$ cat src/design/lcsm_defs.vh
`ifndef LCSM_DEFS_VH
`define LCSM_DEFS_VH
// ==========================================================
// Register byte offsets
`define LCSM_OFF_CTRL 12'h000
`define LCSM_OFF_TIME 12'h004
`define LCSM_OFF_WDOG 12'h008
`define LCSM_OFF_STAT 12'h00c
`define LCSM_OFF_INFO 12'h010
// ==========================================================
// Control register fields
`define LCSM_CTRL_CHG_EN 0
`define LCSM_CTRL_TRICKLE_EN 1
`define LCSM_CTRL_SKIP_DIS 2
`define LCSM_CTRL_WDOG_EN 3
`define LCSM_CTRL_RESET 32'h0000_0002
// ==========================================================
// Time register fields: fast-charge and top-off limits in ticks
`define LCSM_TIME_RESET 32'h0010_0040
// ==========================================================
// Watchdog clear value
`define LCSM_WDOG_CLEAR 8'h01
// ==========================================================
// State codes
`define LCSM_ST_OFF 4'h0
`define LCSM_ST_PRE 4'h1
`define LCSM_ST_TRK 4'h2
`define LCSM_ST_FCC 4'h3
`define LCSM_ST_FCV 4'h4
`define LCSM_ST_TOP 4'h5
`define LCSM_ST_DONE 4'h6
`define LCSM_ST_TFLT 4'h7
`define LCSM_ST_WDS 4'h8
// ==========================================================
// Detail codes
`define LCSM_DTL_PRE 8'h00
`define LCSM_DTL_FCC 8'h01
`define LCSM_DTL_FCV 8'h02
`define LCSM_DTL_TOP 8'h03
`define LCSM_DTL_DONE 8'h04
`define LCSM_DTL_TFLT 8'h06
`define LCSM_DTL_WDS 8'h0b
`define LCSM_DTL_OFF 8'h08
// ==========================================================
// Timing: one timer tick per millisecond at 100 MHz
`define LCSM_CLK_HZ 100000000
`define LCSM_TICK_MS 1
`define LCSM_TICK_CYC (`LCSM_CLK_HZ / 1000 * `LCSM_TICK_MS)
`define LCSM_REPORT_MS 30
`define LCSM_TERM_MS 30
`define LCSM_PREQUAL_MS 1800000
`define LCSM_WDOG_MS 80000
`endif

$ cat src/design/lcsm_tick.v
`timescale 1ns/10ps
`default_nettype none
// ==========================================================
// Divider giving a one-cycle enable every PERIOD clocks
module lcsm_tick #(
	parameter PERIOD = 100000
) (
	// Clock and reset
	input wire clk,
	input wire rst,
	// Enable out
	output reg tick
);
	reg [31:0] cnt_reg;

	// Free-running count with wrap
	always @(posedge clk) begin
		if (rst) begin
			cnt_reg <= 32'h0;
			tick <= 1'b0;
		end else if (cnt_reg >= PERIOD - 1) begin
			cnt_reg <= 32'h0;
			tick <= 1'b1;
		end else begin
			cnt_reg <= cnt_reg + 32'h1;
			tick <= 1'b0;
		end
	end
endmodule
`default_nettype wire

$ cat src/design/lcsm_timer.v
`timescale 1ns/10ps
`default_nettype none
// ==========================================================
// Residence timer: counts ticks while run, clears otherwise
module lcsm_timer (
	// Clock and reset
	input wire clk,
	input wire rst,
	// Control
	input wire run,
	input wire tick,
	input wire [31:0] limit,
	// Result
	output wire expired
);
	reg [31:0] cnt_reg;

	// Count only while supervised, saturating at the limit
	always @(posedge clk) begin
		if (rst || !run)
			cnt_reg <= 32'h0;
		else if (tick && cnt_reg < limit)
			cnt_reg <= cnt_reg + 32'h1;
	end

	assign expired = run && (cnt_reg >= limit);
endmodule
`default_nettype wire

$ cat src/design/lcsm_charger.v
`timescale 1ns/10ps
`default_nettype none
`include "lcsm_defs.vh"
module lcsm_charger #(
	parameter PREQUAL_MS = `LCSM_PREQUAL_MS,
	parameter WDOG_MS = `LCSM_WDOG_MS,
	parameter TICK_CYC = `LCSM_TICK_CYC
) (
	// Clock and reset
	input wire REF_CLK,
	input wire SYS_RST,
	// APB slave
	input wire PSEL,
	input wire PENABLE,
	input wire PWRITE,
	input wire [11:0] PADDR,
	input wire [31:0] PWDATA,
	output wire [31:0] PRDATA,
	output wire PREADY,
	output wire PSLVERR,
	// Comparator inputs
	input wire ABOVE_PRECHARGE,
	input wire ABOVE_TRICKLE,
	input wire AT_REGULATION,
	input wire BELOW_RESTART,
	input wire BELOW_TOPOFF_CURRENT,
	input wire DIE_OVER_TREG,
	input wire INPUT_LIMITED,
	input wire INPUT_VOLTAGE_LOW,
	input wire INPUT_PRESENT,
	// Power stage controls
	output reg CHARGE_ON,
	output reg [1:0] CURRENT_SEL,
	output reg CURRENT_FOLDBACK,
	output reg VOLTAGE_REG_ON,
	output reg SKIP_MODE_ON,
	// Status
	output reg CHARGER_GOOD_STATUS,
	output reg [7:0] CHARGER_DETAIL_CODE,
	output reg CHARGER_EVENT_FLAG
);
	// ==========================================================
	// Current selections
	localparam [1:0] CUR_ZERO = 2'h0;
	localparam [1:0] CUR_PRE = 2'h1;
	localparam [1:0] CUR_TRK = 2'h2;
	localparam [1:0] CUR_FAST = 2'h3;
	localparam [31:0] REPORT_TICKS = `LCSM_REPORT_MS / `LCSM_TICK_MS;
	localparam [31:0] TERM_TICKS = `LCSM_TERM_MS / `LCSM_TICK_MS;
	localparam [31:0] PREQUAL_TICKS = PREQUAL_MS / `LCSM_TICK_MS;
	localparam [31:0] WDOG_TICKS = WDOG_MS / `LCSM_TICK_MS;

	reg [31:0] ctrl_reg;
	reg [31:0] time_reg;
	reg [3:0] state_reg;
	reg [3:0] state_next;
	reg [31:0] wdog_cnt_reg;
	reg wdog_exp_reg;
	reg input_prev_reg;
	reg chg_en_prev_reg;
	reg [31:0] prdata_reg;
	wire tick;
	wire report_done;
	wire term_done;
	wire prequal_exp;
	wire fast_exp;
	wire topoff_exp;
	wire wr;
	wire rd;
	wire chg_en;
	wire trickle_en;
	wire restart;
	wire in_charging;

	// ==========================================================
	// APB access: zero wait states, unmapped reads zero, no error
	assign wr = PSEL && PENABLE && PWRITE;
	assign rd = PSEL && !PWRITE;
	assign PREADY = 1'b1;
	assign PSLVERR = 1'b0;
	assign PRDATA = prdata_reg;
	assign chg_en = ctrl_reg[`LCSM_CTRL_CHG_EN];
	assign trickle_en = ctrl_reg[`LCSM_CTRL_TRICKLE_EN];

	// Writable control and time registers
	always @(posedge REF_CLK) begin
		if (SYS_RST) begin
			ctrl_reg <= `LCSM_CTRL_RESET;
			time_reg <= `LCSM_TIME_RESET;
		end else if (wr) begin
			if (PADDR == `LCSM_OFF_CTRL)
				ctrl_reg <= {28'h0, PWDATA[3:0]};
			if (PADDR == `LCSM_OFF_TIME)
				time_reg <= PWDATA;
		end
	end

	// Read data captured in setup cycle, valid in access phase
	always @(posedge REF_CLK) begin
		if (SYS_RST) begin
			prdata_reg <= 32'h0;
		end else if (rd && !PENABLE) begin
			case (PADDR)
				`LCSM_OFF_CTRL: prdata_reg <= ctrl_reg;
				`LCSM_OFF_TIME: prdata_reg <= time_reg;
				`LCSM_OFF_STAT: prdata_reg <= {15'h0, CHARGER_EVENT_FLAG, CHARGER_DETAIL_CODE,
					3'h0, CHARGER_GOOD_STATUS, state_reg};
				`LCSM_OFF_INFO: prdata_reg <= {31'h0, wdog_exp_reg};
				default: prdata_reg <= 32'h0;
			endcase
		end
	end

	// ==========================================================
	// Millisecond timebase
	lcsm_tick #(
		.PERIOD(TICK_CYC)
	) u_tick (
		.clk(REF_CLK),
		.rst(SYS_RST),
		.tick(tick)
	);

	// ==========================================================
	// Watchdog: host writes clear value within each period
	always @(posedge REF_CLK) begin
		if (SYS_RST || !ctrl_reg[`LCSM_CTRL_WDOG_EN]) begin
			wdog_cnt_reg <= 32'h0;
			wdog_exp_reg <= 1'b0;
		end else if (wr && PADDR == `LCSM_OFF_WDOG && PWDATA[7:0] == `LCSM_WDOG_CLEAR) begin
			wdog_cnt_reg <= 32'h0;
			wdog_exp_reg <= 1'b0;
		end else if (tick) begin
			if (wdog_cnt_reg >= WDOG_TICKS - 32'h1)
				wdog_exp_reg <= 1'b1;
			else
				wdog_cnt_reg <= wdog_cnt_reg + 32'h1;
		end
	end

	// Restart after fault: charge off then on, or input reinserted
	always @(posedge REF_CLK) begin
		if (SYS_RST) begin
			input_prev_reg <= 1'b1; // Idle present: no false insertion after reset
			chg_en_prev_reg <= 1'b0;
		end else begin
			input_prev_reg <= INPUT_PRESENT;
			chg_en_prev_reg <= chg_en;
		end
	end
	assign restart = (INPUT_PRESENT && !input_prev_reg) || (chg_en && !chg_en_prev_reg);

	// ==========================================================
	// Residence timers, cleared on leaving supervised states
	lcsm_timer u_report (
		.clk(REF_CLK),
		.rst(SYS_RST || state_next != state_reg),
		.run(1'b1),
		.tick(tick),
		.limit(REPORT_TICKS),
		.expired(report_done)
	);
	lcsm_timer u_term (
		.clk(REF_CLK),
		.rst(SYS_RST),
		.run(state_reg == `LCSM_ST_FCV && BELOW_TOPOFF_CURRENT),
		.tick(tick),
		.limit(TERM_TICKS),
		.expired(term_done)
	);
	lcsm_timer u_prequal (
		.clk(REF_CLK),
		.rst(SYS_RST),
		.run(state_reg == `LCSM_ST_PRE || state_reg == `LCSM_ST_TRK),
		.tick(tick),
		.limit(PREQUAL_TICKS),
		.expired(prequal_exp)
	);
	lcsm_timer u_fast (
		.clk(REF_CLK),
		.rst(SYS_RST),
		.run(state_reg == `LCSM_ST_FCC || state_reg == `LCSM_ST_FCV),
		.tick(tick),
		.limit({16'h0, time_reg[31:16]}),
		.expired(fast_exp)
	);
	lcsm_timer u_topoff (
		.clk(REF_CLK),
		.rst(SYS_RST),
		.run(state_reg == `LCSM_ST_TOP),
		.tick(tick),
		.limit({16'h0, time_reg[15:0]}),
		.expired(topoff_exp)
	);

	// ==========================================================
	// Next-state logic
	assign in_charging = state_reg == `LCSM_ST_PRE || state_reg == `LCSM_ST_TRK ||
		state_reg == `LCSM_ST_FCC || state_reg == `LCSM_ST_FCV ||
		state_reg == `LCSM_ST_TOP || state_reg == `LCSM_ST_DONE;
	always @* begin
		state_next = state_reg;
		if (!chg_en && state_reg != `LCSM_ST_TFLT) begin
			state_next = `LCSM_ST_OFF;
		end else if (wdog_exp_reg && in_charging) begin
			state_next = `LCSM_ST_WDS;
		end else begin
			case (state_reg)
				`LCSM_ST_OFF, `LCSM_ST_WDS: begin
					if (chg_en && !wdog_exp_reg)
						state_next = `LCSM_ST_PRE;
				end
				`LCSM_ST_PRE: begin
					if (prequal_exp)
						state_next = `LCSM_ST_TFLT;
					else if (ABOVE_PRECHARGE)
						state_next = `LCSM_ST_TRK;
				end
				`LCSM_ST_TRK: begin
					if (prequal_exp)
						state_next = `LCSM_ST_TFLT;
					else if (!ABOVE_PRECHARGE)
						state_next = `LCSM_ST_PRE;
					else if (ABOVE_TRICKLE || !trickle_en)
						state_next = `LCSM_ST_FCC;
				end
				`LCSM_ST_FCC: begin
					if (fast_exp)
						state_next = `LCSM_ST_TFLT;
					else if (AT_REGULATION)
						state_next = `LCSM_ST_FCV;
				end
				`LCSM_ST_FCV: begin
					if (fast_exp)
						state_next = `LCSM_ST_TFLT;
					else if (term_done)
						state_next = `LCSM_ST_TOP;
				end
				`LCSM_ST_TOP: begin
					if (BELOW_RESTART)
						state_next = `LCSM_ST_FCC;
					else if (topoff_exp)
						state_next = `LCSM_ST_DONE;
				end
				`LCSM_ST_DONE: begin
					if (BELOW_RESTART)
						state_next = `LCSM_ST_FCC;
				end
				`LCSM_ST_TFLT: begin
					if (restart && chg_en)
						state_next = `LCSM_ST_PRE;
				end
				default: state_next = `LCSM_ST_OFF;
			endcase
		end
	end

	// State register
	always @(posedge REF_CLK) begin
		if (SYS_RST)
			state_reg <= `LCSM_ST_OFF;
		else
			state_reg <= state_next;
	end

	// ==========================================================
	// Power stage controls per state
	always @(posedge REF_CLK) begin
		if (SYS_RST) begin
			CHARGE_ON <= 1'b0;
			CURRENT_SEL <= CUR_ZERO;
			CURRENT_FOLDBACK <= 1'b0;
			VOLTAGE_REG_ON <= 1'b0;
			SKIP_MODE_ON <= 1'b0;
		end else begin
			CHARGE_ON <= state_reg >= `LCSM_ST_PRE && state_reg <= `LCSM_ST_TOP;
			VOLTAGE_REG_ON <= state_reg == `LCSM_ST_FCV || state_reg == `LCSM_ST_TOP;
			SKIP_MODE_ON <= !ctrl_reg[`LCSM_CTRL_SKIP_DIS];
			CURRENT_FOLDBACK <= DIE_OVER_TREG || INPUT_LIMITED || INPUT_VOLTAGE_LOW;
			case (state_reg)
				`LCSM_ST_PRE: CURRENT_SEL <= CUR_PRE;
				`LCSM_ST_TRK: CURRENT_SEL <= trickle_en ? CUR_TRK : CUR_FAST;
				`LCSM_ST_FCC, `LCSM_ST_FCV, `LCSM_ST_TOP: CURRENT_SEL <= CUR_FAST;
				default: CURRENT_SEL <= CUR_ZERO;
			endcase
		end
	end

	// ==========================================================
	// Status reporting after settling; timer fault reports at once
	always @(posedge REF_CLK) begin
		if (SYS_RST) begin
			CHARGER_GOOD_STATUS <= 1'b0;
			CHARGER_DETAIL_CODE <= `LCSM_DTL_OFF;
			CHARGER_EVENT_FLAG <= 1'b0;
		end else begin
			CHARGER_EVENT_FLAG <= 1'b0;
			if (state_next == `LCSM_ST_TFLT && state_reg != `LCSM_ST_TFLT) begin
				CHARGER_EVENT_FLAG <= 1'b1;
				CHARGER_GOOD_STATUS <= 1'b0;
				CHARGER_DETAIL_CODE <= `LCSM_DTL_TFLT;
			end else if (report_done && state_next == state_reg) begin
				case (state_reg)
					`LCSM_ST_PRE, `LCSM_ST_TRK, `LCSM_ST_FCC, `LCSM_ST_FCV, `LCSM_ST_TOP: begin
						CHARGER_EVENT_FLAG <= !CHARGER_GOOD_STATUS;
						CHARGER_GOOD_STATUS <= 1'b1;
						case (state_reg)
							`LCSM_ST_FCC: CHARGER_DETAIL_CODE <= `LCSM_DTL_FCC;
							`LCSM_ST_FCV: CHARGER_DETAIL_CODE <= `LCSM_DTL_FCV;
							`LCSM_ST_TOP: CHARGER_DETAIL_CODE <= `LCSM_DTL_TOP;
							default: CHARGER_DETAIL_CODE <= `LCSM_DTL_PRE;
						endcase
					end
					`LCSM_ST_DONE: begin
						CHARGER_EVENT_FLAG <= !CHARGER_GOOD_STATUS && CHARGER_DETAIL_CODE != `LCSM_DTL_DONE;
						CHARGER_GOOD_STATUS <= 1'b0;
						CHARGER_DETAIL_CODE <= `LCSM_DTL_DONE;
					end
					`LCSM_ST_WDS: begin
						CHARGER_EVENT_FLAG <= CHARGER_GOOD_STATUS;
						CHARGER_GOOD_STATUS <= 1'b0;
						CHARGER_DETAIL_CODE <= `LCSM_DTL_WDS;
					end
					`LCSM_ST_OFF: begin
						CHARGER_GOOD_STATUS <= 1'b0;
						CHARGER_DETAIL_CODE <= `LCSM_DTL_OFF;
					end
					default: CHARGER_GOOD_STATUS <= CHARGER_GOOD_STATUS;
				endcase
			end
		end
	end
endmodule
`default_nettype wire

$ cat config.mk
export PLATFORM = sky130hd
export DESIGN_NAME = lcsm_charger
export DESIGN_NICKNAME = d
export VERILOG_FILES = /design/src/design/lcsm_tick.v /design/src/design/lcsm_timer.v /design/src/design/lcsm_charger.v
export VERILOG_INCLUDE_DIRS = /design/src /design/src/design
export SDC_FILE = /design/constraint.sdc
export NUM_CORES = 1
export LEC_CHECK = 0
export ABC_AREA = 1
export BUFFER_PORTS_ARGS = -buffer_cell sky130_fd_sc_hd__buf_2
export CORE_MARGIN = 1.5
export CORE_UTILIZATION = 30
export CTS_CLUSTER_DIAMETER = 40
export DETAILED_ROUTE_END_ITERATION = 10
export PLACE_DENSITY = 0.44
export SYNTH_ARGS = -nofsm -noshare
export SYNTH_HDL_FRONTEND = slang
export SYNTH_SLANG_ARGS = --single-unit
$ cat constraint.sdc
create_clock -name REF_CLK -period 4.7 [get_ports REF_CLK]
set_clock_uncertainty 0.05 [all_clocks]
set_input_delay 0.47 -clock REF_CLK [delete_from_list [all_inputs] [get_ports REF_CLK]]
set_output_delay 0.47 -clock REF_CLK [all_outputs]
set_load 0.05 [all_outputs]
Word level (Yosys, flattened, before mapping)
Index checks and enable logic that the tools add are counted.
{"block": "classes", "n_addsub": 7, "order_cmp": 14, "eq_ne": 18, "n_mux": 29, "bitwise": 1, "reduce_logical": 77}
{"op": "$add 32x1->32 const B", "count": 7}
{"op": "$pmux 32 s4", "count": 1}
{"op": "$mux 4", "count": 18}
{"op": "$ge 32x16->1", "count": 2}
{"op": "$ge 32x17->1 const B", "count": 2}
{"op": "$ge 32x5->1 const B", "count": 2}
{"op": "$lt 32x16->1", "count": 2}
{"op": "$lt 32x5->1 const B", "count": 2}
{"op": "$ge 32x21->1 const B", "count": 1}
{"op": "$lt 32x21->1 const B", "count": 1}
{"op": "$pmux 4 s8", "count": 1}
{"op": "$pmux 8 s4", "count": 1}
{"op": "$logic_and 1x1->1", "count": 26}
{"op": "$eq 12x4->1 const B", "count": 2}
{"op": "$eq 4x3->1 const B", "count": 5}
{"op": "$logic_or 1x1->1", "count": 17}
{"op": "$logic_not 1->1", "count": 14}
{"op": "$reduce_and 2->1", "count": 7}
{"op": "$eq 12x3->1 const B", "count": 1}
{"op": "$eq 12x5->1 const B", "count": 1}
{"op": "$logic_not 12->1", "count": 1}
{"op": "$pmux 2 s3", "count": 2}
{"op": "$eq 4x2->1 const B", "count": 2}
{"op": "$eq 8x1->1 const B", "count": 1}
{"op": "other kinds (19)", "count": 27}
{"block": "word_totals", "regBits": 316, "inputBits": 58, "out_inout_bits": 50, "word_cells": 170}

Logic depth before layout (Yosys ltp)
{"block": "logic_depth", "word_depth": 13, "depth_mapped": 23, "depth_no_buf": 23}

Modules after synthesis
Synthesis repeated with hierarchy kept, for this count alone.
{"block": "unflattened", "hier_cells": 3446, "hier_area_um2": 22160.0}
{"module": "lcsm_timer", "n_inst": 5, "cells_each": 509, "area_per_inst_um2": 3118.0, "seq_area_each_um2": 640.6}
{"module": "lcsm_charger", "n_inst": 1, "cells_each": 751, "area_per_inst_um2": 5310.1, "seq_area_each_um2": 2382.3}
{"module": "lcsm_tick", "n_inst": 1, "cells_each": 150, "area_per_inst_um2": 1260.0, "seq_area_each_um2": 660.6}

Least setup slack after synthesis
No wires, ideal clock.
{"block": "synth_timing", "path_type": "flip-flop to flip-flop", "start": "reg time_reg[31]", "end": "reg u_fast.cnt_reg[15]", "setup_time_ps": 70, "arrival_ps": 2277, "required_time_ps": 4580, "path_slack_ps": 2302, "path_stages_with_launch": 19, "path_buffers": 0, "synth_period_minus_slack_ps": 2398, "path_cell_list": "dfxtp_1 > inv_1 > ha_1 > nand2_1 > inv_2 > a21oi_1 > nand2_1 > nor2_4 > nand3_2 > inv_2 > nand2_2 > nor2_4 > nand2_2 > nor2_4 > nand3_2 > nor3_2 > nand3_1 > or2_0 > a21oi_1"}
{"block": "synth_between", "elab_chain_len": 2}
{"item": "from (decl)", "line": "lcsm_charger.v:54", "rtl": "reg [31:0] time_reg;"}
{"item": "from (signal assigned)", "line": "lcsm_charger.v:89", "rtl": "time_reg <= `LCSM_TIME_RESET;"}
{"item": "$lt 32x16->1", "line": "lcsm_timer.v:22", "rtl": "else if (tick && cnt_reg < limit)"}
{"item": "$logic_and 1x1->1", "line": "lcsm_timer.v:22"}
{"item": "to (signal assigned)", "line": "lcsm_timer.v:23", "rtl": "cnt_reg <= cnt_reg + 32'h1;"}
{"item": "to (decl)", "line": "lcsm_timer.v:16", "rtl": "reg [31:0] cnt_reg;"}
Every way passes these cells.
A chain may end at the register's enable or synchronous reset.

Worst setup path in the final report
{"block": "layout_timing", "start": "reg state_reg[1]", "end": "reg u_topoff.cnt_reg[11]"}
{"block": "layout_between", "elab_chain_len": 3}
{"item": "from (decl)", "line": "lcsm_charger.v:55", "rtl": "reg [3:0] state_reg;"}
{"item": "from (signal assigned)", "line": "lcsm_charger.v:261", "rtl": "state_reg <= `LCSM_ST_OFF;"}
{"item": "from (signal assigned)", "line": "lcsm_charger.v:263", "rtl": "state_reg <= state_next;"}
{"item": "$eq 4x3->1"}
{"item": "$logic_not 1->1", "line": "lcsm_timer.v:20", "rtl": "if (rst || !run)"}
{"item": "$logic_or 1x1->1", "line": "lcsm_timer.v:20"}
{"item": "to (signal assigned)", "line": "lcsm_timer.v:23"}
{"item": "to (decl)", "line": "lcsm_timer.v:16"}
Every way passes these cells.

==> impl_results.md <==
* R2R setup slack at 1.65 ns
* Die area at 0.0449 mm²
* R2R Path End: u_topoff.cnt_reg[11]
* Placed instance area at between 0.01 and 0.015 mm²
* Ant. Diodes at 0
* Post-synth top area share at 0.477
* CP Launch Type: flip-flop
* Clock root buffer master: clkbuf_16
* Routed met3 length at 1.36 mm
* Vias in the first global route at 10485
* Num rows at 76
* Worst setup EP type: flip-flop
* Max-cap violations at 0
* Routability Congestion at 0.836
* Vias/cell at 4.34
* YS warnings at 0
* WHS at 0.0522 ns
* Half-perimeter wire length after detailed placement at 22.5 mm
* Hold depth at 3
* Peak supply drop at 0.266 mV
* Number of flops mapped to enable cells by yosys at 0
* Final wirelength at around 32 mm
* Post-CTS Setup Bufs at 0
* Worst-Skew Late Latency at ~0.58 ns
* Global Route Usage Sum at 0.147
* CP arrival at about 3.5 ns
* Critical Path RT at 5.14 ns
* Min-Delay Path Class: in -> reg
* Largest net degree at the start of global routing at between 40 and 50
* H-tree levels at 2
* Worst slew margin at 0.293
* Initial drt markers at 385
* Final setup violation count at 0
* DRT met1 WL at 15.6 mm
* Drt wl/cell at 12.8 µm
* Seq/Total Area, Yosys at 0.477
* Synth Area per Inst at 7.61 µm²
* Leakage at 6.24 nW
* First-pass GRT wire length at roughly 53 mm
* Synth top cells by count: dfxtp_1, inv_1, nand2_1
* Post-Syn Area at 0.0131 mm²
* Top Metal Used: met4
* Cell area after layout at 0.0163 mm²
* Vias at 10800
* Die Width at 212 µm
* Resize count post-CTS at 0
* Fmax at 327 MHz
* Asr flop ratio synth at 0
* P&R area growth vs syn at 24.4%
* Hold Buf Count CTS at 0
* Port buffer count at approximately 100
* Hold Path Sink: CURRENT_FOLDBACK
* ANT nets after route at 0
* Worst Min Path Start: INPUT_VOLTAGE_LOW
* Initial antenna violation count at 0
* Placed Instances at 2384
* Critical Setup Path Class: reg -> reg
* CTS max path bufs at 3
* Max FO, Critical Path at 27
* Yosys reg bits at about 310
* Fin nets at 1957
* Synth area leaders: dfxtp_1, inv_1, nand2_1, nor2_1, a21oi_1
* R2R cell count at 7
* CTS sink cnt at 312
* Die Y at 212 µm
* Gr ovfl total at 0
* Netlist cell types at a little under 60
* DRC at 0
* TritonCTS clock tree: built
* Worst-Margin Slew at 1.06 ns
* Total power at about 7 mW
* Dominant synthesized flop cell: dfxtp_1
* Routed length on met2 at 14.1 mm
* Finished Layout Cells at approximately 2500
* Status: completed
* Setup TNS at 0 ns
* Share of post-route cells with drive strength above 1 at 0.152
* Worst-path clk slew at around 0.060 ns
* Hold Vio Cnt, Final at 0
* DR pass1 iterations at 4
* Pwr dens at 438 mW/mm²
* IO Pins at 108
* Starting Density at 0.304
* Worst r2r src: state_reg[1]
* Min Tclk post-route at ~3.1 ns
* Final worst path period share at 0.650
* Cells after synthesis at 1720
* Unrepaired setup endpoints after global routing: false
* Pins over their slew limit at 0
* Leading cell type by number of instances after synthesis: dfxtp_1
* Core Region at between 0.04 and 0.05 mm²
* Cts bufs inserted at 56
* Yosys top cell by area: dfxtp_1
==> stage by stage <==
step | setup WS, ns | util
after detailed placement | 1.61 | 0.330
after global routing | 1.35 | 0.378
after floorplan | 2.30 | -
final | 1.65 | 0.378
after global placement | 1.46 | 0.330
after CTS | 1.58 | 0.378
==> how the worst max path moves through the flow <==
stage                       startpoint                    to  depth (start not counted)
final                     state_reg[1]  u_topoff.cnt_reg[11]                          7
after global routing      state_reg[1]  u_topoff.cnt_reg[11]                          7
after CTS                 state_reg[1]  u_topoff.cnt_reg[11]                          7
after detailed placement  state_reg[1]  u_topoff.cnt_reg[11]                          7
after global placement    state_reg[1]  u_topoff.cnt_reg[11]                          7
after floorplan           time_reg[31]    u_fast.cnt_reg[15]                         18
==> where the power goes <==
part | switching, mW | total, mW | internal (mW)
clock | 1.46 | 4.35 | 2.90
sequential | 0.00607 | 2.67 | 2.66
combinational | 0.0814 | 0.113 | 0.0320
total | 1.54 | 7.13 | 5.59
==> critical path, stage by stage, from the launching register on <==
cell,delay (ns)
dfxtp_1,0.41
inv_2,0.21
nand3_2,0.20
nor2_1,0.36
inv_1,0.14
nor2_1,0.43
clkinv_1,0.75
nor3b_1,0.41
==> layout by cell type, fill, tap and decap left out, drive strengths merged, types with 2 or more instances in the layout <==
| cell | n |
|---|---|
| nand3 | 92 |
| inv | 304 |
| o31ai | 2 |
| a31oi | 5 |
| nor3 | 60 |
| and3 | 3 |
| a211oi | 6 |
| conb | 21 |
| ha | 42 |
| o22ai | 8 |
| o211ai | 2 |
| clkinvlp | 7 |
| nor4 | 17 |
| bufinv | 11 |
| o221ai | 3 |
| nand4 | 20 |
| xor2 | 16 |
| o211a | 2 |
| a21oi | 140 |
| dfxtp | 312 |
| nor2 | 279 |
| nor3b | 10 |
| clkbuf | 62 |
| or2 | 10 |
| nand2 | 257 |
| buf | 107 |
| o21ai | 68 |
| o21a | 6 |
| xnor2 | 2 |
| clkinv | 15 |
==> final cells by class <==
cell class                 count  area [µm²]
fill                        4482       26800
multi-input combinational   1084        5580
inverter                     296        1110
clock inverter                41         582
timing repair buffer         107         551
tap                          585         732
clock buffer                  62        1480
sequential                   312        6250
==> routing by layer <==
metal | vias to the layer above | GRT usage
met3 | 59 | 0.0358
met4 | 0 | 0.0453
met1 | 4857 | 0.193
met5 | - | 0
li1 | 5747 | -
met2 | 137 | 0.236
==> logic make-up (layout without fill, tap and decap cells) <==
| logic type | Yosys count | in the layout | share of synthesized area |
|---|---|---|---|
| xor gates and xnor gates | 18 | 18 | 0.0121 |
| buffers and inverters | 343 | 506 | 0.102 |
| AOI/OAI and AO/OA | 251 | 251 | 0.105 |
| adders and majority gates | 42 | 42 | 0.0402 |
| DFF | 312 | 312 | 0.477 |
| and+or+nand+nor | 752 | 752 | 0.263 |
| other | 2 | 21 | 0.000574 |
Power figures use the tool's default switching activity.
